## config.mk

```make
export PLATFORM = sky130hd
export DESIGN_NAME = bms_top
export DESIGN_NICKNAME = d
export VERILOG_FILES = /design/src/logic/bms_pkg.sv /design/src/logic/bms_task_seq.sv /design/src/logic/bms_top.sv
export VERILOG_INCLUDE_DIRS = /design/src /design/src/logic
export SDC_FILE = /design/constraint.sdc
export NUM_CORES = 1
export LEC_CHECK = 0
export BUFFER_PORTS_ARGS = -buffer_cell sky130_fd_sc_hd__buf_4
export CAP_MARGIN = 20
export CORE_MARGIN = 4
export CORE_UTILIZATION = 42
export CTS_CLUSTER_SIZE = 10
export DETAILED_ROUTE_END_ITERATION = 6
export SETUP_SLACK_MARGIN = 0.3
export SLEW_MARGIN = 20
export SYNTH_ARGS = -nofsm -noshare
export SYNTH_HDL_FRONTEND = slang
export SYNTH_HIERARCHICAL = 1
export SYNTH_SLANG_ARGS = --single-unit
```

## constraint.sdc

```tcl
create_clock -name clk -period 9.5 [get_ports clk]
set_input_delay 1.425 -clock clk [delete_from_list [all_inputs] [get_ports clk]]
set_output_delay 1.425 -clock clk [all_outputs]
set_load 0.05 [all_outputs]
```

## src/logic/bms_params.svh

```systemverilog
// Boot mode sequencer constants: strap codes, search limits, task numbers.
// Assumes inclusion by bare name from the package and design modules.
`ifndef BMS_PARAMS_SVH
`define BMS_PARAMS_SVH
// Strap codes
`define BMS_CODE_TEST_PORT   4'h0
`define BMS_CODE_FLASH24     4'h1
`define BMS_CODE_FLASH32     4'h2
`define BMS_CODE_CARD0       4'h3
`define BMS_CODE_PARALLEL    4'h4
`define BMS_CODE_CARD1       4'h5
`define BMS_CODE_EMBEDDED    4'h6
`define BMS_CODE_USB         4'h7
`define BMS_CODE_CARD1_SHIFT 4'hE
// Width request codes
`define BMS_REQ_X1           2'h0
`define BMS_REQ_X2           2'h1
// Image slots are 32 KB apart
`define BMS_SLOT_SHIFT       15
`define BMS_SLOT_BYTES       32'h0000_8000
// Search limits in slots or files
`define BMS_LIM_F24_SINGLE   14'h0200
`define BMS_LIM_F24_DUAL     14'h0400
`define BMS_LIM_F32_SINGLE   14'h2000
`define BMS_LIM_X8_WINDOW    14'h0400
`define BMS_LIM_PARALLEL     14'h1000
`define BMS_LIM_CARD_FILES   14'h2000
`define BMS_LIM_ONE          14'h0001
// Strap settle wait after reset release
`define BMS_SYNC_WAIT        2'h3
// Pre-boot task numbers
`define BMS_TASK_LAST_EXT    4'h9
`define BMS_TASK_RELEASE     4'hA
`define BMS_TASK_SERVICE     4'hB
`endif

```

## src/logic/bms_pkg.sv

```systemverilog
// Boot mode sequencer types: states, sources, widths and the task sequencer state record.
// Assumes bms_params.svh is on the include path.
`include "bms_params.svh"
package bms_pkg;
  // Boot sources after decode
  typedef enum logic [3:0] {
    SRC_NONE, SRC_FLASH24, SRC_FLASH32, SRC_CARD0, SRC_CARD1, SRC_CARD1_SHIFTED,
    SRC_EMBEDDED_CARD, SRC_PARALLEL_FLASH, SRC_USB, SRC_TEST_PORT
  } bms_src_t;
  // Read widths
  typedef enum logic [1:0] {WID_X1 = 2'b00, WID_X2 = 2'b01, WID_X4 = 2'b10, WID_X8 = 2'b11}
    bms_width_t;
  // Boot flow states
  typedef enum logic [3:0] {
    ST_LATCH = 4'b0000, ST_PREBOOT = 4'b0001, ST_OCM = 4'b0010, ST_MODE = 4'b0011,
    ST_WAIT = 4'b0100, ST_LOAD = 4'b0101, ST_DONE = 4'b0110, ST_ERROR = 4'b0111
  } bms_state_t;
  // Pre-boot task sequencer states
  typedef enum logic [2:0] {
    SQ_IDLE = 3'b000, SQ_WAIT = 3'b001, SQ_SERVICE = 3'b010, SQ_FAULT = 3'b011
  } bms_seq_state_t;
  // Task sequencer state record
  typedef struct packed {
    bms_seq_state_t st;
    logic [3:0]     id;
    logic           start;
    logic           rel;
    logic           fault;
    logic           svc;
    logic           failed;
  } bms_seq_t;
endpackage

```

## src/logic/bms_task_seq.sv

```systemverilog
// Pre-boot task sequencer: issues tasks 0..9, then either releases and enters service in the same step, or faults.
// Assumes task_done and task_fail are one-cycle pulses from logic on clk.
`include "bms_params.svh"
module bms_task_seq
  import bms_pkg::*;
(
  // Clock and reset
  input  wire logic       clk,
  input  wire logic       rst,
  // Control from boot flow
  input  wire logic       go,
  input  wire logic       mode_ok,
  // Task executor handshake
  input  wire logic       task_done,
  input  wire logic       task_fail,
  output logic            task_start,
  output logic [3:0]      task_id,
  // Results
  output logic            release_csu,
  output logic            fault,
  output logic            service
);
  bms_seq_t s_reg;  // Registered state
  bms_seq_t s_next; // Next state

  // Task stepping
  always_comb
  begin
    s_next = s_reg;
    s_next.start = 1'b0;
    case (s_reg.st)
      SQ_IDLE:
      begin
        // First task issued on go
        if (go)
        begin
          s_next.st    = SQ_WAIT;
          s_next.id    = 4'h0;
          s_next.start = 1'b1;
        end
      end
      SQ_WAIT:
      begin
        if (task_done)
        begin
          // Any failure, supply check included, blocks the release
          s_next.failed = s_reg.failed | task_fail;
          if (s_reg.id != `BMS_TASK_LAST_EXT)
          begin
            s_next.id    = s_reg.id + 4'h1;
            s_next.start = 1'b1;
          end
          else if (mode_ok && !(s_reg.failed | task_fail))
          begin
            s_next.id  = `BMS_TASK_SERVICE;
            s_next.rel = 1'b1;
            s_next.svc = 1'b1;
            s_next.st  = SQ_SERVICE;
          end
          else
          begin
            // Bad strap or task failure: error state, no release
            s_next.id    = `BMS_TASK_RELEASE;
            s_next.fault = 1'b1;
            s_next.st    = SQ_FAULT;
          end
        end
      end
      default:
      begin
        s_next.st = s_reg.st; // Terminal until reset
      end
    endcase
  end

  // State register
  always_ff @(posedge clk)
  begin
    if (rst)
      s_reg <= '{st: SQ_IDLE, id: 4'h0, default: 1'b0};
    else
      s_reg <= s_next;
  end

  assign task_start  = s_reg.start;
  assign task_id     = s_reg.id;
  assign release_csu = s_reg.rel;
  assign fault       = s_reg.fault;
  assign service     = s_reg.svc;
endmodule

```

## src/logic/bms_top.sv

```systemverilog
// Boot mode sequencer: strap latch, pre-boot tasks, boot source decode, image search.
// Assumes straps and hw_irq_pin are asynchronous pins; all else is on clk.
// Operation
// Latch strap pins into boot mode register
// Codes 1,2 select 24/32-bit serial flash
// Codes 5,3,E select card one, zero, shifted
// Code 4 parallel flash, 8-bit path only
// Serial flash x1/x2/x4, x8 with two devices
// Single transfer rate; stacked pair unsupported
// x8 search covers first 256 Mb only
// Small flash keeps images below 128 Mb
// Card boot FAT16/32, search 8,192 files
// Test-port boot offers no secure boot
// USB device only, secure ok, needs DRAM
// USB: no search, fallback or execute-in-place
// USB host image fits 256 KB RAM
// Execute-in-place only single serial flash
// Secondary from listed device classes only
// Secondary differs in class from primary; the code does not check this and takes any listed class
// No secondary configured: primary reused
// Pre-boot tasks 0 to 5 in order
// Tasks 6 to 11, release or error
// Service mode answers software and hardware requests
// Unit inits RAM, reads mode, loads image
// Probe 32 KB slots, need id and checksum
// Failed image: offset plus one, retry to limit
// Unknown strap code goes to error state
`include "bms_params.svh"
module bms_top
  import bms_pkg::*;
(
  // Clock and reset
  input  wire logic        clk,
  input  wire logic        rst,
  // Straps and board options
  input  wire logic [3:0]  mode_pins,
  input  wire logic        sec_mode_valid,
  input  wire logic [3:0]  sec_mode_code,
  input  wire logic        flash_dual,
  input  wire logic        flash_stacked,
  input  wire logic [1:0]  flash_width_req,
  input  wire logic        dram_present,
  input  wire logic        usb_boot_disable_option,
  input  wire logic        load_pmu_fw,
  // Pre-boot task executor
  input  wire logic        task_done,
  input  wire logic        task_fail,
  output bms_pkg::bms_src_t   primary_src,
  output bms_pkg::bms_src_t   secondary_src,
  output bms_pkg::bms_width_t read_width,
  output logic             task_start,
  output logic [3:0]       task_id,
  // Configuration unit side
  input  wire logic        ocm_init_done,
  input  wire logic        probe_done,
  input  wire logic        probe_id_ok,
  input  wire logic        probe_csum_ok,
  input  wire logic        load_done,
  output logic             csu_release,
  output logic             ocm_init_req,
  output logic             probe_req,
  output logic [31:0]      probe_addr,
  output logic             load_req,
  output logic             load_pmu_fw_req,
  // Boot mode register and limits
  output logic [3:0]       boot_mode_reg,
  output logic [13:0]      search_limit,
  output logic             secure_allowed,
  output logic             xip_allowed,
  output logic             multi_image_allowed,
  output logic             fat_fs_required,
  output logic             single_transfer_rate,
  output logic             boot_done,
  output logic             boot_error,
  // Service mode requests
  input  wire logic        sw_irq,
  input  wire logic        hw_irq_pin,
  output logic             service_mode,
  output logic             service_ack,
  output logic [1:0]       service_cause
);
  // All flow state in one record
  typedef struct packed {
    bms_state_t st;
    logic [3:0] m1;       // Strap sync stage one
    logic [3:0] m2;       // Strap sync stage two
    logic       h1;       // Hardware request sync one
    logic       h2;       // Hardware request sync two
    logic [1:0] cnt;      // Settle counter
    logic [3:0] mode;     // Boot mode register
    logic       latched;
    logic       code_ok;
    logic       seq_go;
    bms_src_t   prim;
    bms_src_t   sec;
    bms_width_t wid;
    logic [13:0] lim;
    logic [13:0] idx;     // Multi-image offset
    logic [31:0] addr;
    logic       secure;
    logic       execute_in_place;
    logic       multi;
    logic       fat;
    logic       str;
    logic       on_chip_ram;
    logic       probe;
    logic       load;
    logic       platform_management_unit;
    logic       done;
    logic       err;
    logic       ack;
    logic [1:0] cause;
  } bms_top_t;

  bms_top_t s_reg;  // Registered state
  bms_top_t s_next; // Next state
  logic seq_release; // From task sequencer
  logic seq_fault;
  logic seq_service;

  // Strap code to source class
  function automatic bms_src_t code_to_src(input logic [3:0] code);
    bms_src_t r;
    r = SRC_NONE;
    if (code == `BMS_CODE_FLASH24)           r = SRC_FLASH24;
    else if (code == `BMS_CODE_FLASH32)      r = SRC_FLASH32;
    else if (code == `BMS_CODE_CARD0)        r = SRC_CARD0;
    else if (code == `BMS_CODE_CARD1)        r = SRC_CARD1;
    else if (code == `BMS_CODE_CARD1_SHIFT)  r = SRC_CARD1_SHIFTED;
    else if (code == `BMS_CODE_EMBEDDED)     r = SRC_EMBEDDED_CARD;
    else if (code == `BMS_CODE_PARALLEL)     r = SRC_PARALLEL_FLASH;
    else if (code == `BMS_CODE_USB)          r = SRC_USB;
    else if (code == `BMS_CODE_TEST_PORT)    r = SRC_TEST_PORT;
    return r;
  endfunction

  // Both serial flash variants are one class
  function automatic logic is_flash(input bms_src_t src);
    return (src == SRC_FLASH24) || (src == SRC_FLASH32);
  endfunction

  // Pre-boot task order lives in its own sequencer
  bms_task_seq u_seq (
    .clk         (clk),
    .rst         (rst),
    .go          (s_reg.seq_go),
    .mode_ok     (s_reg.code_ok),
    .task_done   (task_done),
    .task_fail   (task_fail),
    .task_start  (task_start),
    .task_id     (task_id),
    .release_csu (seq_release),
    .fault       (seq_fault),
    .service     (seq_service)
  );

  // Boot flow
  always_comb
  begin
    bms_src_t   p;
    bms_src_t   q;
    logic       dual;
    p = code_to_src(s_reg.mode);
    q = code_to_src(sec_mode_code);
    dual = flash_dual && is_flash(p);
    s_next = s_reg;
    s_next.m1 = mode_pins;
    s_next.m2 = s_reg.m1;
    s_next.h1 = hw_irq_pin;
    s_next.h2 = s_reg.h1;
    s_next.seq_go = 1'b0;
    s_next.ack = 1'b0;
    // Service requests only once the task list is through
    if (seq_service && (sw_irq || s_reg.h2))
    begin
      s_next.ack   = 1'b1;
      s_next.cause = {s_reg.h2, sw_irq};
    end
    case (s_reg.st)
      ST_LATCH:
      begin
        // Wait out the synchroniser before catching straps once
        s_next.cnt = s_reg.cnt + 2'h1;
        if (s_reg.cnt == `BMS_SYNC_WAIT)
        begin
          s_next.mode    = s_reg.m2;
          s_next.latched = 1'b1;
          s_next.code_ok = (code_to_src(s_reg.m2) != SRC_NONE);
          s_next.seq_go  = 1'b1;
          s_next.st      = ST_PREBOOT;
        end
      end
      ST_PREBOOT:
      begin
        if (seq_fault)
        begin
          s_next.err = 1'b1;
          s_next.st  = ST_ERROR;
        end
        else if (seq_release)
        begin
          s_next.on_chip_ram = 1'b1;
          s_next.st  = ST_OCM;
        end
      end
      ST_OCM:
      begin
        if (ocm_init_done)
        begin
          s_next.on_chip_ram = 1'b0;
          s_next.st  = ST_MODE;
        end
      end
      ST_MODE:
      begin
        // Decode from the latched register, never the live pins
        s_next.prim   = p;
        s_next.secure = (p != SRC_TEST_PORT);
        s_next.multi  = (p != SRC_USB) && (p != SRC_TEST_PORT);
        s_next.execute_in_place    = is_flash(p) && !dual;
        s_next.fat    = (p == SRC_CARD0) || (p == SRC_CARD1) ||
                        (p == SRC_CARD1_SHIFTED) || (p == SRC_EMBEDDED_CARD);
        s_next.str    = is_flash(p);
        s_next.wid    = WID_X8;
        if (p == SRC_PARALLEL_FLASH)
          s_next.wid = WID_X8;
        else if (dual)
          s_next.wid = WID_X8;
        else if (is_flash(p) && flash_width_req == `BMS_REQ_X1)
          s_next.wid = WID_X1;
        else if (is_flash(p) && flash_width_req == `BMS_REQ_X2)
          s_next.wid = WID_X2;
        else if (is_flash(p))
          s_next.wid = WID_X4;
        // Search ranges per source
        if (p == SRC_FLASH24)
          s_next.lim = dual ? `BMS_LIM_F24_DUAL : `BMS_LIM_F24_SINGLE;
        else if (p == SRC_FLASH32)
          s_next.lim = dual ? `BMS_LIM_X8_WINDOW : `BMS_LIM_F32_SINGLE;
        else if (p == SRC_PARALLEL_FLASH)
          s_next.lim = `BMS_LIM_PARALLEL;
        else if (s_next.fat)
          s_next.lim = `BMS_LIM_CARD_FILES;
        else
          s_next.lim = `BMS_LIM_ONE;
        // Secondary: listed class, else the primary again
        if (sec_mode_valid && q != SRC_NONE && q != SRC_TEST_PORT)
          s_next.sec = q;
        else
          s_next.sec = p;
        s_next.idx  = 14'h0000;
        s_next.addr = 32'h0000_0000;
        if (p == SRC_NONE || (is_flash(p) && flash_stacked) ||
            (p == SRC_USB && (!dram_present || usb_boot_disable_option)))
        begin
          s_next.err = 1'b1;
          s_next.st  = ST_ERROR;
        end
        else if (p == SRC_TEST_PORT)
        begin
          // Image arrives over the test port; nothing to fetch
          s_next.done = 1'b1;
          s_next.st   = ST_DONE;
        end
        else
        begin
          s_next.probe = 1'b1;
          s_next.st    = ST_WAIT;
        end
      end
      ST_WAIT:
      begin
        if (probe_done)
        begin
          if (probe_id_ok && probe_csum_ok)
          begin
            s_next.probe = 1'b0;
            s_next.load  = 1'b1;
            s_next.platform_management_unit   = load_pmu_fw;
            s_next.st    = ST_LOAD;
          end
          else if (s_reg.multi && (s_reg.idx + 14'h0001) < s_reg.lim)
          begin
            // Next slot, request stays up for the new address
            s_next.idx  = s_reg.idx + 14'h0001;
            s_next.addr = s_reg.addr + `BMS_SLOT_BYTES;
          end
          else
          begin
            s_next.probe = 1'b0;
            s_next.err   = 1'b1;
            s_next.st    = ST_ERROR;
          end
        end
      end
      ST_LOAD:
      begin
        if (load_done)
        begin
          s_next.load = 1'b0;
          s_next.platform_management_unit  = 1'b0;
          s_next.done = 1'b1;
          s_next.st   = ST_DONE;
        end
      end
      default:
      begin
        s_next.st = s_reg.st; // Done and error hold until reset
      end
    endcase
  end

  // State register
  always_ff @(posedge clk)
  begin
    if (rst)
      s_reg <= '{st: ST_LATCH, prim: SRC_NONE, sec: SRC_NONE, wid: WID_X1, default: '0};
    else
      s_reg <= s_next;
  end

  // Outputs from the record, except csu_release and service_mode from the task sequencer
  assign primary_src          = s_reg.prim;
  assign secondary_src        = s_reg.sec;
  assign read_width           = s_reg.wid;
  assign csu_release          = seq_release;
  assign ocm_init_req         = s_reg.on_chip_ram;
  assign probe_req            = s_reg.probe;
  assign probe_addr           = s_reg.addr;
  assign load_req             = s_reg.load;
  assign load_pmu_fw_req      = s_reg.platform_management_unit;
  assign boot_mode_reg        = s_reg.mode;
  assign search_limit         = s_reg.lim;
  assign secure_allowed       = s_reg.secure;
  assign xip_allowed          = s_reg.execute_in_place;
  assign multi_image_allowed  = s_reg.multi;
  assign fat_fs_required      = s_reg.fat;
  assign single_transfer_rate = s_reg.str;
  assign boot_done            = s_reg.done;
  assign boot_error           = s_reg.err;
  assign service_mode         = seq_service;
  assign service_ack          = s_reg.ack;
  assign service_cause        = s_reg.cause;
endmodule

```

==> impl_results.rst, run 1 <==
.. list-table::
   :header-rows: 1

   * - Metric
     - Value
   * - Layout Area Growth over Synthesis
     - 11.09%
   * - Cell area after synthesis
     - 4906 sq um
   * - Max Clock Skew
     - 0.005671 ns
   * - Post-DP HPWL
     - 7.629 mm
   * - Post-detailed-routing wire length
     - 10.78 mm
   * - Final hold slack
     - 0.4372 ns
   * - Effective utilization at floorplan
     - 42.97%
   * - Reg area
     - 1822 sq um
   * - Wire length of the first global-routing pass
     - 18.00 mm
   * - Final setup violation count
     - 0
   * - Kind of path behind the tightest hold check
     - flip-flop to flip-flop
   * - Last weighted congestion value of the routability-driven placer
     - 0.8975
   * - Unrepaired setup endpoints after global routing
     - no
   * - Number of design-rule violations left by the first detailed-router iteration
     - 223
   * - Number of synthesized flops with an enable pin
     - 0
   * - Maximum operating frequency
     - 265.1 MHz
   * - CTS tree
     - yes
   * - Category of cells accounting for the largest share of critical-path delay
     - simple AND/OR/NAND/NOR gates
   * - I/O pin count
     - 108
   * - Global-route total usage across every layer
     - 16.58%
   * - Crit path capture type
     - flip-flop
   * - Critical path's slowest cell
     - sky130_fd_sc_hd__or4_1
   * - Total power of the final layout
     - 0.8823 mW
   * - Unique cell type count in the Yosys netlist
     - 60
   * - Max stage delay on crit path
     - 0.55 ns
   * - Series of cell instances along the critical path
     - ha_1, and2_0, and3_1, nand3_1, nor2_1, xor2_1, ha_1, o21a_1, o41a_1, nor3_2, a21oi_2, buf_4, or4_1, a21oi_1
   * - Slew headroom
     - 57.19%
   * - Cells on worst reg2reg path
     - 14
   * - Post-placement worst setup slack
     - 5.801 ns
   * - Element type at the critical path start
     - flip-flop
   * - Synthesized instance count
     - 613
   * - Logic depth of the worst path, buffers included
     - 14
   * - Residual DRC count
     - 0
   * - Root buf cell
     - sky130_fd_sc_hd__clkbuf_16
   * - Synthesized area per cell
     - 8.003 sq um
   * - Buffer levels on the longest clock path
     - 2
   * - Multi-input logic area
     - 2444 sq um
   * - Status
     - finished clean
   * - Share of the cycle needed by the critical path after routing
     - 39.70%
   * - Layout filler cell count
     - 1137
   * - Number of gates given a new drive strength after cts
     - 0
   * - Fraction of final layout cells with drive strength greater than 1
     - 18.34%
   * - Slew Viols, Final
     - 0
   * - Chip height
     - 116.1 um
   * - Hold path cells
     - 1
   * - Warnings from Yosys
     - 6
   * - Cell Area, Placed
     - 5169 sq um
   * - Req. time, crit path
     - 9.76 ns
   * - Power per unit of standard cell area
     - 161.9 nW/um^2
   * - Row count
     - 39
   * - Leakage power summed over all cells
     - 2.193 nW
   * - Total clock sinks
     - 91
   * - Setup Fix Bufs, Post-CTS
     - 0
   * - Floorplan die area
     - 13470 sq um
   * - Nets@finish
     - 669
   * - Largest net degree at the start of global routing
     - 62
   * - Die Wd
     - 116.1 um
   * - Buf/Inv on CP
     - 1
   * - Asr flop ratio synth
     - 0%
   * - Largest fanout of any net on the critical path
     - 50
   * - Antenna viol nets, final
     - 0
   * - Predominant post-synthesis flop cell
     - sky130_fd_sc_hd__dfxtp_1
   * - Diode count
     - 0
   * - Sequential cell area fraction in the yosys report
     - 37.13%
   * - Final worst-path setup slack
     - 5.728 ns
   * - DR vias
     - 4150
   * - IR Drop Worst-Case VDD
     - 110.0 uV
   * - Clock latency of the later-clocked register in the worst-skew pair
     - 0.34 ns
   * - Flip-flop count of the largest register, all copies and words added
     - 26
   * - Routed len/inst
     - 13.81 um
   * - Worst path most repeated cell
     - sky130_fd_sc_hd__ha_1
   * - Number of hold violations in the final report
     - 0
   * - Worst reg2reg setup slack
     - 5.73 ns
   * - Flip-flop and latch count after synthesis
     - 91
   * - TNS Setup
     - 0 ns
   * - Initial antenna violation count
     - 0
   * - Max Cap Viol
     - 0
   * - GRT Residual Overflow
     - 0
   * - Number of hold buffers added after cts
     - 0
   * - Final standard cell area without fillers
     - 5450 sq um
   * - Clock period minus worst slack
     - 3.772 ns
   * - Signal arrival time at the worst endpoint
     - 4.03 ns
   * - Slew @ Worst Pin
     - 0.6422 ns
   * - Total clock buffers created by CTS
     - 9
   * - CTS H-tree depth
     - 3
   * - Std-Cell Core Area
     - 11420 sq um
   * - Drt via density
     - 5.314
   * - Vias in the first global route
     - 3836
   * - DRT Pass-1 Iters
     - 6
   * - Clk pin slew, worst setup/hold paths
     - 0.06 ns
   * - Worst setup path class
     - flip-flop to flip-flop
   * - Number of port buffers
     - 83
==> logic make-up (layout without fill, tap and decap cells) <==
| group | count (synthesis) | after routing | synth area share, % |
|---|---|---|---|
| buffers and inverters | 122 | 124 | 14.82 |
| other | 1 | 24 | 0.07644 |
| and+or+nand+nor | 228 | 228 | 23.39 |
| AOI/OAI and AO/OA | 148 | 148 | 19.51 |
| xor gates and xnor gates | 8 | 8 | 1.428 |
| DFF | 91 | 91 | 37.13 |
| adders and majority gates | 9 | 9 | 2.295 |
| muxes | 6 | 6 | 1.352 |
==> cells in the final DEF, fill, tap and decap left out, types with 4 or more instances in the layout <==
cell type and n:
sky130_fd_sc_hd__dfxtp_1 91, sky130_fd_sc_hd__buf_4 85, sky130_fd_sc_hd__nand2_1 58, sky130_fd_sc_hd__nor2_1 55, sky130_fd_sc_hd__a21oi_1 42, sky130_fd_sc_hd__o21ai_0 32
sky130_fd_sc_hd__conb_1 24, sky130_fd_sc_hd__inv_1 23, sky130_fd_sc_hd__nand3_1 19, sky130_fd_sc_hd__nor3_1 17, sky130_fd_sc_hd__nor2b_1 13, sky130_fd_sc_hd__a31oi_1 10
sky130_fd_sc_hd__or3_1 10, sky130_fd_sc_hd__o31ai_1 10, sky130_fd_sc_hd__ha_1 9, sky130_fd_sc_hd__clkbuf_16 9, sky130_fd_sc_hd__or4_1 8, sky130_fd_sc_hd__and3_1 7
sky130_fd_sc_hd__a211oi_1 7, sky130_fd_sc_hd__a21o_1 7, sky130_fd_sc_hd__nand2b_1 7, sky130_fd_sc_hd__and2_1 6, sky130_fd_sc_hd__nand3b_1 6, sky130_fd_sc_hd__o211ai_1 6
sky130_fd_sc_hd__xnor2_1 5, sky130_fd_sc_hd__a22oi_1 5, sky130_fd_sc_hd__and4_1 4, sky130_fd_sc_hd__nor4_1 4, sky130_fd_sc_hd__mux2i_1 4
==> metal layers <==
metal | GRT usage (%) | vias up | wire length [um]
met5 | 0 | - | 0
met4 | 5.414 | 0 | 128
met3 | 4.700 | 10 | 639
met2 | 26.35 | 113 | 5069
met1 | 21.80 | 1922 | 4945
li1 | - | 2105 | -
==> worst reg2reg max path: stages, from the launching register on <==
cell and delay, ns:
sky130_fd_sc_hd__dfxtp_1 0.41, sky130_fd_sc_hd__ha_1 0.29, sky130_fd_sc_hd__and2_0 0.30, sky130_fd_sc_hd__and3_1 0.24, sky130_fd_sc_hd__nand3_1 0.16, sky130_fd_sc_hd__nor2_1 0.17, sky130_fd_sc_hd__xor2_1 0.21, sky130_fd_sc_hd__ha_1 0.28
sky130_fd_sc_hd__o21a_1 0.17, sky130_fd_sc_hd__o41a_1 0.12, sky130_fd_sc_hd__nor3_2 0.26, sky130_fd_sc_hd__a21oi_2 0.08, sky130_fd_sc_hd__buf_4 0.28, sky130_fd_sc_hd__or4_1 0.57, sky130_fd_sc_hd__a21oi_1 0.15
==> final cells by class <==
cell class              count  share of cell area [%]
multi-input cells         423                   44.83
well taps                 143                   3.283
flip-flops and latches     91                   33.43
repair buffers             85                   11.71
clock buffers              12                   4.706
clock inverters             4                  0.4591
inverters                  23                   1.584
==> through the flow <==
stage               cells  util, %
floorplan             636        -
global placement      765    45.27
detailed placement    765    45.27
CTS                   781    47.73
global route          781    47.73
finish                781    47.73
==> path summary, 6_finish.rpt <==
path / start / endpoint
max: s_reg[46] / probe_addr[31]
min: s_next[97] / s_reg[97]
max reg2reg: s_reg[46] / probe_addr[31]
min reg2reg: s_next[97] / s_reg[97]
==> where the power goes <==
| group | internal [mW] | switching [mW] |
|---|---|---|
| logic | 0.0453 | 0.0882 |
| clock network | 0.191 | 0.147 |
| registers | 0.396 | 0.0155 |
| total | 0.632 | 0.250 |
==> cell usage after synthesis (all sizes together), types with 8 or more instances <==
library cell / n / area (sq um)
ha: 9 / 112.6
nor2b: 13 / 81.33
o21ai: 32 / 160.2
nor3: 19 / 105.1
a21oi: 43 / 219.0
inv: 23 / 86.33
or4: 8 / 60.06
buf: 75 / 549.3
nand2: 58 / 217.7
a31oi: 10 / 62.56
nand3: 19 / 95.09
or3: 10 / 62.56
clkbuf: 24 / 91.33
o31ai: 12 / 100.1
dfxtp: 91 / 1822
nor2: 55 / 206.5
Note: power is estimated with default switching activity, not from simulation.
==> run 2: changes to the inputs <==
--- a/config.mk
+++ b/config.mk
@@ -6,6 +6,7 @@
 export SDC_FILE = /design/constraint.sdc
 export NUM_CORES = 1
 export LEC_CHECK = 0
+export ABC_AREA = 1
 export BUFFER_PORTS_ARGS = -buffer_cell sky130_fd_sc_hd__buf_4
 export CAP_MARGIN = 20
 export CORE_MARGIN = 4
==> constraint.sdc (replaced) <==
create_clock -name clk -period 3.9 [get_ports clk]
set_input_delay 0.585 -clock clk [delete_from_list [all_inputs] [get_ports clk]]
set_output_delay 0.585 -clock clk [all_outputs]
set_load 0.05 [all_outputs]
==> impl_results.rst, run 2 <==
.. list-table::
   :header-rows: 1

   * - Metric
     - Value
   * - Chip height
     - 120.0 um
   * - IR Drop Worst-Case VDD
     - 285.8 uV
   * - Global routing usage on met2
     - 28.84%
   * - Yosys top cell area share
     - 34.56%
   * - Worst path most repeated cell
     - sky130_fd_sc_hd__nand2_1
   * - Row count
     - 40
   * - Fraction of final layout cells with drive strength greater than 1
     - 16.15%
   * - Number of hold buffers added after cts
     - 0
   * - Number of hold violations in the final report
     - 0
   * - Wire length of the first global-routing pass
     - 20.56 mm
   * - Warnings from Yosys
     - 6
   * - Clock period minus worst slack
     - 3.196 ns
   * - Buffer levels on the longest clock path
     - 2
   * - Number of design-rule violations left by the first detailed-router iteration
     - 267
   * - Clk pin slew, worst setup/hold paths
     - 0.07 ns
   * - Most used cells in the layout excluding fill and tap cells
     - sky130_fd_sc_hd__nand2_1, sky130_fd_sc_hd__nor2_1, sky130_fd_sc_hd__dfxtp_1, sky130_fd_sc_hd__buf_4, sky130_fd_sc_hd__inv_1
   * - Leakage power summed over all cells
     - 2.416 nW
   * - Signal arrival time at the worst endpoint
     - 3.47 ns
   * - Total clock buffers created by CTS
     - 9
   * - Residual DRC count
     - 0
   * - Share of the cycle needed by the critical path after routing
     - 81.96%
   * - Largest net degree at the start of global routing
     - 38
   * - Total power of the final layout
     - 2.828 mW
   * - Most instantiated cells after synthesis
     - sky130_fd_sc_hd__nand2_1, sky130_fd_sc_hd__nor2_1, sky130_fd_sc_hd__dfxtp_1
   * - Top-count cell post-synth
     - sky130_fd_sc_hd__nand2_1
   * - I/O pin count
     - 108
   * - Unique cell type count in the Yosys netlist
     - 42
   * - Layout filler cell count
     - 1250
   * - Post-DP HPWL
     - 9.043 mm
   * - Share of the synthesized area in compound gates (AO/OA/AOI/OAI)
     - 12.53%
   * - DRT Pass-1 Iters
     - 4
   * - Power per unit of standard cell area
     - 480.4 nW/um^2
   * - Dominant combinational cell family by area after synthesis
     - simple AND/OR/NAND/NOR gates
   * - Final setup violation count
     - 0
   * - Max stage delay on crit path
     - 0.40 ns
   * - Die Wd
     - 120.0 um
   * - Sequential cell area fraction in the yosys report
     - 34.56%
   * - Largest fanout of any net on the critical path
     - 36
   * - Flip-flop count of the largest register, all copies and words added
     - 26
   * - Category of cells accounting for the largest share of critical-path delay
     - simple AND/OR/NAND/NOR gates
   * - Adder-Cell Fraction of Synth Area
     - 2.136%
   * - Kind of path behind the tightest hold check
     - flip-flop to flip-flop
   * - Std-Cell Core Area
     - 12160 sq um
   * - Xor and xnor fraction of the mapped netlist area
     - 2.825%
   * - Basic-gate share of the synthesized area counting and, or, nand and nor cells
     - 30.22%
   * - Antenna viol nets, final
     - 0
   * - Routing layer with the top usage in global route
     - met2
   * - Clock latency of the later-clocked register in the worst-skew pair
     - 0.35 ns
   * - Initial antenna violation count
     - 0
   * - GRT Residual Overflow
     - 0
   * - Element type at the critical path start
     - flip-flop
   * - Predominant post-synthesis flop cell
     - sky130_fd_sc_hd__dfxtp_1
   * - Req. time, crit path
     - 4.18 ns
   * - Asr flop ratio synth
     - 0%
   * - Root buf cell
     - sky130_fd_sc_hd__clkbuf_16
   * - Critical path's slowest cell
     - sky130_fd_sc_hd__dfxtp_1
   * - Series of cell instances along the critical path
     - ha_1, nand2_1, nor2_4, nand3_1, nor3_1, xor2_1, inv_1, ha_1, nand2_1, inv_1, nand2_1, a21oi_1, nand3_1, nand3_2, nand2_4, nand2_8, nand2_1, a21oi_1
   * - Slew @ Worst Pin
     - 0.7578 ns
   * - Status
     - finished clean
   * - Nets@finish
     - 830
   * - DR vias
     - 4797
   * - Buf/Inv on CP
     - 2
   * - Number of port buffers
     - 83
   * - Synthesized instance count
     - 763
   * - Number of synthesized flops with an enable pin
     - 0
   * - Met1 track utilization from global routing
     - 21.26%
   * - Last weighted congestion value of the routability-driven placer
     - 0.8926
   * - Cell area after synthesis
     - 5271 sq um
   * - Diode count
     - 0
   * - Worst reg2reg setup slack
     - 0.70 ns
   * - Cell taking the most area after synthesis
     - sky130_fd_sc_hd__dfxtp_1
   * - Total clock sinks
     - 91
   * - Drt via density
     - 4.961
   * - Routed len/inst
     - 13.07 um
   * - Post-detailed-routing wire length
     - 12.64 mm
   * - CTS H-tree depth
     - 3
   * - Worst setup path class
     - flip-flop to flip-flop
   * - Slew headroom
     - 49.42%
   * - Met3 demand-to-capacity share in global routing
     - 3.959%
   * - Mux cell area share after synthesis
     - 0%
   * - Number of gates given a new drive strength after cts
     - 0
   * - Slew Viols, Final
     - 0
   * - TNS Setup
     - 0 ns
   * - Layout Area Growth over Synthesis
     - 11.65%
   * - Unrepaired setup endpoints after global routing
     - no
   * - Synthesized area per cell
     - 6.909 sq um
   * - Maximum operating frequency
     - 312.9 MHz
   * - Max Cap Viol
     - 0
   * - Floorplan die area
     - 14410 sq um
   * - Setup Fix Bufs, Post-CTS
     - 0
   * - Vias in the first global route
     - 4463
   * - Max Clock Skew
     - 0.005495 ns
   * - Crit path capture type
     - flip-flop
   * - Ranking of synthesized cells by area
     - sky130_fd_sc_hd__dfxtp_1, sky130_fd_sc_hd__nand2_1, sky130_fd_sc_hd__buf_4, sky130_fd_sc_hd__nor2_1, sky130_fd_sc_hd__nand3_1
   * - Flip-flop and latch count after synthesis
     - 91
   * - CTS tree
     - yes
   * - Global-route total usage across every layer
     - 17.22%
   * - Commonest non-fill, non-tap cell in the layout
     - sky130_fd_sc_hd__nand2_1
   * - Effective utilization at floorplan
     - 43.34%
[run 2: through the flow]
stage | hold slack (ns) | instances | util [%] | instance area, sq um | setup WS, ns
global placement | 0.3904 | 951 | 46.03 | 5598 | 0.9041
finish | 0.4023 | 967 | 48.40 | 5886 | 0.7037
detailed placement | 0.3959 | 951 | 46.03 | 5598 | 0.7372
floorplan | 0.3883 | 786 | - | 5358 | 1.258
global route | 0.4282 | 967 | 48.40 | 5886 | 0.3251
CTS | 0.4049 | 967 | 48.40 | 5886 | 0.7293
[run 2: layer usage]
| metal | wire (um) | vias to the layer above | share of wire [%] |
|---|---|---|---|
| met3 | 772 | 11 | 6.1 |
| met4 | 189 | 0 | 1.5 |
| met2 | 6065 | 107 | 48 |
| met1 | 5614 | 2216 | 44 |
| li1 | - | 2463 | - |
| met5 | 0 | - | 0 |
[run 2: worst min-delay path, stage by stage (launching register included)]
cell and delay [ns]:
sky130_fd_sc_hd__dfxtp_1 0.30, sky130_fd_sc_hd__inv_1 0.04, sky130_fd_sc_hd__nor2_1 0.03
[run 2: area by class of cell]
cell class | count | area [sq um] | share of cell area (%)
repair buffers | 87 | 653.1 | 11.10
flip-flops and latches | 91 | 1822 | 30.95
multi-input cells | 523 | 2605 | 44.26
clock buffers | 11 | 252.7 | 4.294
inverters | 82 | 307.8 | 5.230
clock inverters | 5 | 35.03 | 0.5952
well taps | 168 | 210.2 | 3.571
[run 2: kinds of logic after synthesis]
logic type / count (synthesis)
and+or+nand+nor: 359
buffers and inverters: 172
AOI/OAI and AO/OA: 114
DFF: 91
xor gates and xnor gates: 17
adders and majority gates: 9
other: 1
[run 2: worst paths after layout]
check / depth (start not counted) / start / endpoint
max: 18 / s_reg[46] / probe_addr[15]
min: 2 / s_next[97] / s_reg[97]
max reg2reg: 18 / s_reg[46] / probe_addr[15]
min reg2reg: 2 / s_next[97] / s_reg[97]
[run 2: report_power, final]
group / leakage, nW / total, mW / switching, mW / internal, mW
Combinational: 1.54 / 0.896 / 0.644 / 0.252
Sequential: 0.738 / 1.08 / 0.0704 / 1.01
Clock: 0.142 / 0.853 / 0.384 / 0.468
==> run 3: changes to the inputs <==
==> constraint.sdc (replaced) <==
create_clock -name clk -period 3.3 [get_ports clk]
set_input_delay 0.495 -clock clk [delete_from_list [all_inputs] [get_ports clk]]
set_output_delay 0.495 -clock clk [all_outputs]
set_load 0.05 [all_outputs]
==> impl_results.rst, run 3 (synthesis gave the netlist of run 2 again) <==
.. list-table::
   :header-rows: 1

   * - Metric
     - Value
   * - Status
     - finished clean
   * - Req. time, crit path
     - 3.55 ns
   * - Row count
     - 40
   * - Antenna viol nets, final
     - 0
   * - DR vias
     - 4818
   * - Final Core Density
     - 50.16%
   * - DRT Pass-1 Iters
     - 4
   * - Unrepaired setup endpoints after global routing
     - no
   * - Worst setup path class
     - flip-flop to flip-flop
   * - Final hold slack
     - 0.3362 ns
   * - Met3 Wirelength
     - 697 um
   * - Vias in the first global route
     - 4514
   * - Element type at the critical path start
     - flip-flop
   * - Post-DP HPWL
     - 9.175 mm
   * - Capture endpoint of the worst hold path
     - s_next[97]
   * - Cells on worst reg2reg path
     - 18
   * - Max stage delay on crit path
     - 0.39 ns
   * - Critical path's slowest cell
     - sky130_fd_sc_hd__dfxtp_2
   * - Slew @ Worst Pin
     - 0.9301 ns
   * - Total power of the final layout
     - 3.577 mW
   * - Number of hold violations in the final report
     - 0
   * - Std-Cell Core Area
     - 12160 sq um
   * - Worst reg2reg setup slack
     - 0.51 ns
   * - Routed len/inst
     - 13.31 um
   * - Chip height
     - 120.0 um
   * - Total clock sinks
     - 91
   * - Drt via density
     - 4.931
   * - Effective utilization at floorplan
     - 43.34%
   * - Worst Setup SP
     - s_reg[46]
   * - Buffer levels on the longest clock path
     - 2
   * - Capture point of the worst reg-to-reg path
     - probe_addr[16]
   * - Nets@finish
     - 840
   * - Max Cap Viol
     - 0
   * - Global-route total usage across every layer
     - 17.94%
   * - Number of design-rule violations left by the first detailed-router iteration
     - 273
   * - Number of port buffers
     - 83
   * - Largest net degree at the start of global routing
     - 36
   * - CTS tree
     - yes
   * - Wire length of the first global-routing pass
     - 21.19 mm
   * - Layout Area Growth over Synthesis
     - 15.74%
   * - Share of the cycle needed by the critical path after routing
     - 84.45%
   * - Cell Area, Placed
     - 5620 sq um
   * - Kind of path behind the tightest hold check
     - input pin to flip-flop
   * - Critical register-to-register path startpoint
     - s_reg[46]
   * - Signal arrival time at the worst endpoint
     - 3.03 ns
   * - Met2 routed WL
     - 6.368 mm
   * - Commonest non-fill, non-tap cell in the layout
     - sky130_fd_sc_hd__nand2_1
   * - Highest routing layer actually used
     - met4
   * - Series of cell instances along the critical path
     - ha_4, nand2_2, nor2_4, nand3_1, nor3_2, xor2_1, inv_1, ha_1, nand2_1, inv_1, nand2_1, a21oi_2, nand3_2, nand3_4, nand2_8, buf_6, a21oi_1, nor2_1
   * - Clock period minus worst slack
     - 2.787 ns
   * - Final standard cell area without fillers
     - 6101 sq um
   * - Root buf cell
     - sky130_fd_sc_hd__clkbuf_16
   * - Clock latency of the later-clocked register in the worst-skew pair
     - 0.35 ns
   * - Fraction of final layout cells with drive strength greater than 1
     - 18.42%
   * - Sum of routed wire segments on met1
     - 5.705 mm
   * - Floorplan die area
     - 14410 sq um
   * - Total clock buffers created by CTS
     - 9
   * - Crit path capture type
     - flip-flop
   * - Leakage power summed over all cells
     - 2.502 nW
   * - IR Drop Worst-Case VDD
     - 422.1 uV
   * - CTS H-tree depth
     - 3
   * - Slew headroom
     - 37.92%
   * - Maximum operating frequency
     - 358.8 MHz
   * - Power per unit of standard cell area
     - 586.3 nW/um^2
   * - Hold path cells
     - 3
   * - Post-detailed-routing wire length
     - 13.01 mm
   * - Worst min-delay path startpoint
     - mode_pins[2]
   * - Largest fanout of any net on the critical path
     - 12
   * - Residual DRC count
     - 0
   * - Most used cells in the layout excluding fill and tap cells
     - sky130_fd_sc_hd__nand2_1, sky130_fd_sc_hd__nor2_1, sky130_fd_sc_hd__buf_4, sky130_fd_sc_hd__dfxtp_1, sky130_fd_sc_hd__inv_1
   * - Last weighted congestion value of the routability-driven placer
     - 0.8758
   * - Die Wd
     - 120.0 um
   * - Clk pin slew, worst setup/hold paths
     - 0.07 ns
   * - GRT Residual Overflow
     - 0
   * - Flip-flop count of the largest register, all copies and words added
     - 26
   * - Layout filler cell count
     - 1221
   * - Number of hold buffers added after cts
     - 0
   * - Initial antenna violation count
     - 0
   * - Final setup violation count
     - 0
   * - Max Clock Skew
     - 0.005967 ns
   * - Diode count
     - 0
   * - TNS Setup
     - 0 ns
   * - Slew Viols, Final
     - 0
   * - I/O pin count
     - 108
## run 3: routing by layer
layer,vias up,track usage [%]
li1,2487,-
met1,2196,21.77
met2,109,30.21
met3,26,5.608
met4,0,5.727
met5,-,0
## run 3: worst max path at each step
stage | depth (start not counted) | endpoint
2_1_floorplan | 18 | probe_addr[16]
3_3_place_gp | 18 | probe_addr[16]
3_5_place_dp | 18 | probe_addr[16]
4_1_cts | 18 | probe_addr[16]
5_1_grt | 19 | probe_addr[16]
6_report | 18 | probe_addr[16]
## run 3: per-stage QoR
stage	cells	setup WS (ns)
finish	977	0.5133
global route	977	0.3085
CTS	973	0.3054
detailed placement	954	0.2211
global placement	954	0.3371
floorplan	786	0.6580
## run 3: power by group
part           switching [mW]  internal, mW
clock                   0.483         0.680
combinational           0.799         0.338
sequential             0.0848          1.19
## run 3: worst max-delay path: cells and delay by family, from the launching register on
family | cells | cell delay [ns]
DFF | 1 | 0.39
AOI/OAI and AO/OA | 2 | 0.28
buffers and inverters | 3 | 0.35
and+or+nand+nor | 10 | 1.02
xor gates and xnor gates | 1 | 0.20
adders and majority gates | 2 | 0.43
## run 3: final cells by class
cell class	instances	area, sq um	area share (%)
timing repair buffer	94	720.7	11.81
tap	168	210.2	3.445
clock buffer	9	225.2	3.692
sequential	91	1827	29.94
clock inverter	7	107.6	1.764
multi-input combinational	526	2703	44.30
inverter	82	307.8	5.045
## run 3: timing repair
action,in CTS,in global routing
gates resized for setup,6,10
setup buffers,1,2
pin swaps,2,4
gates cloned,2,1
endpoints found under the setup margin,28,36
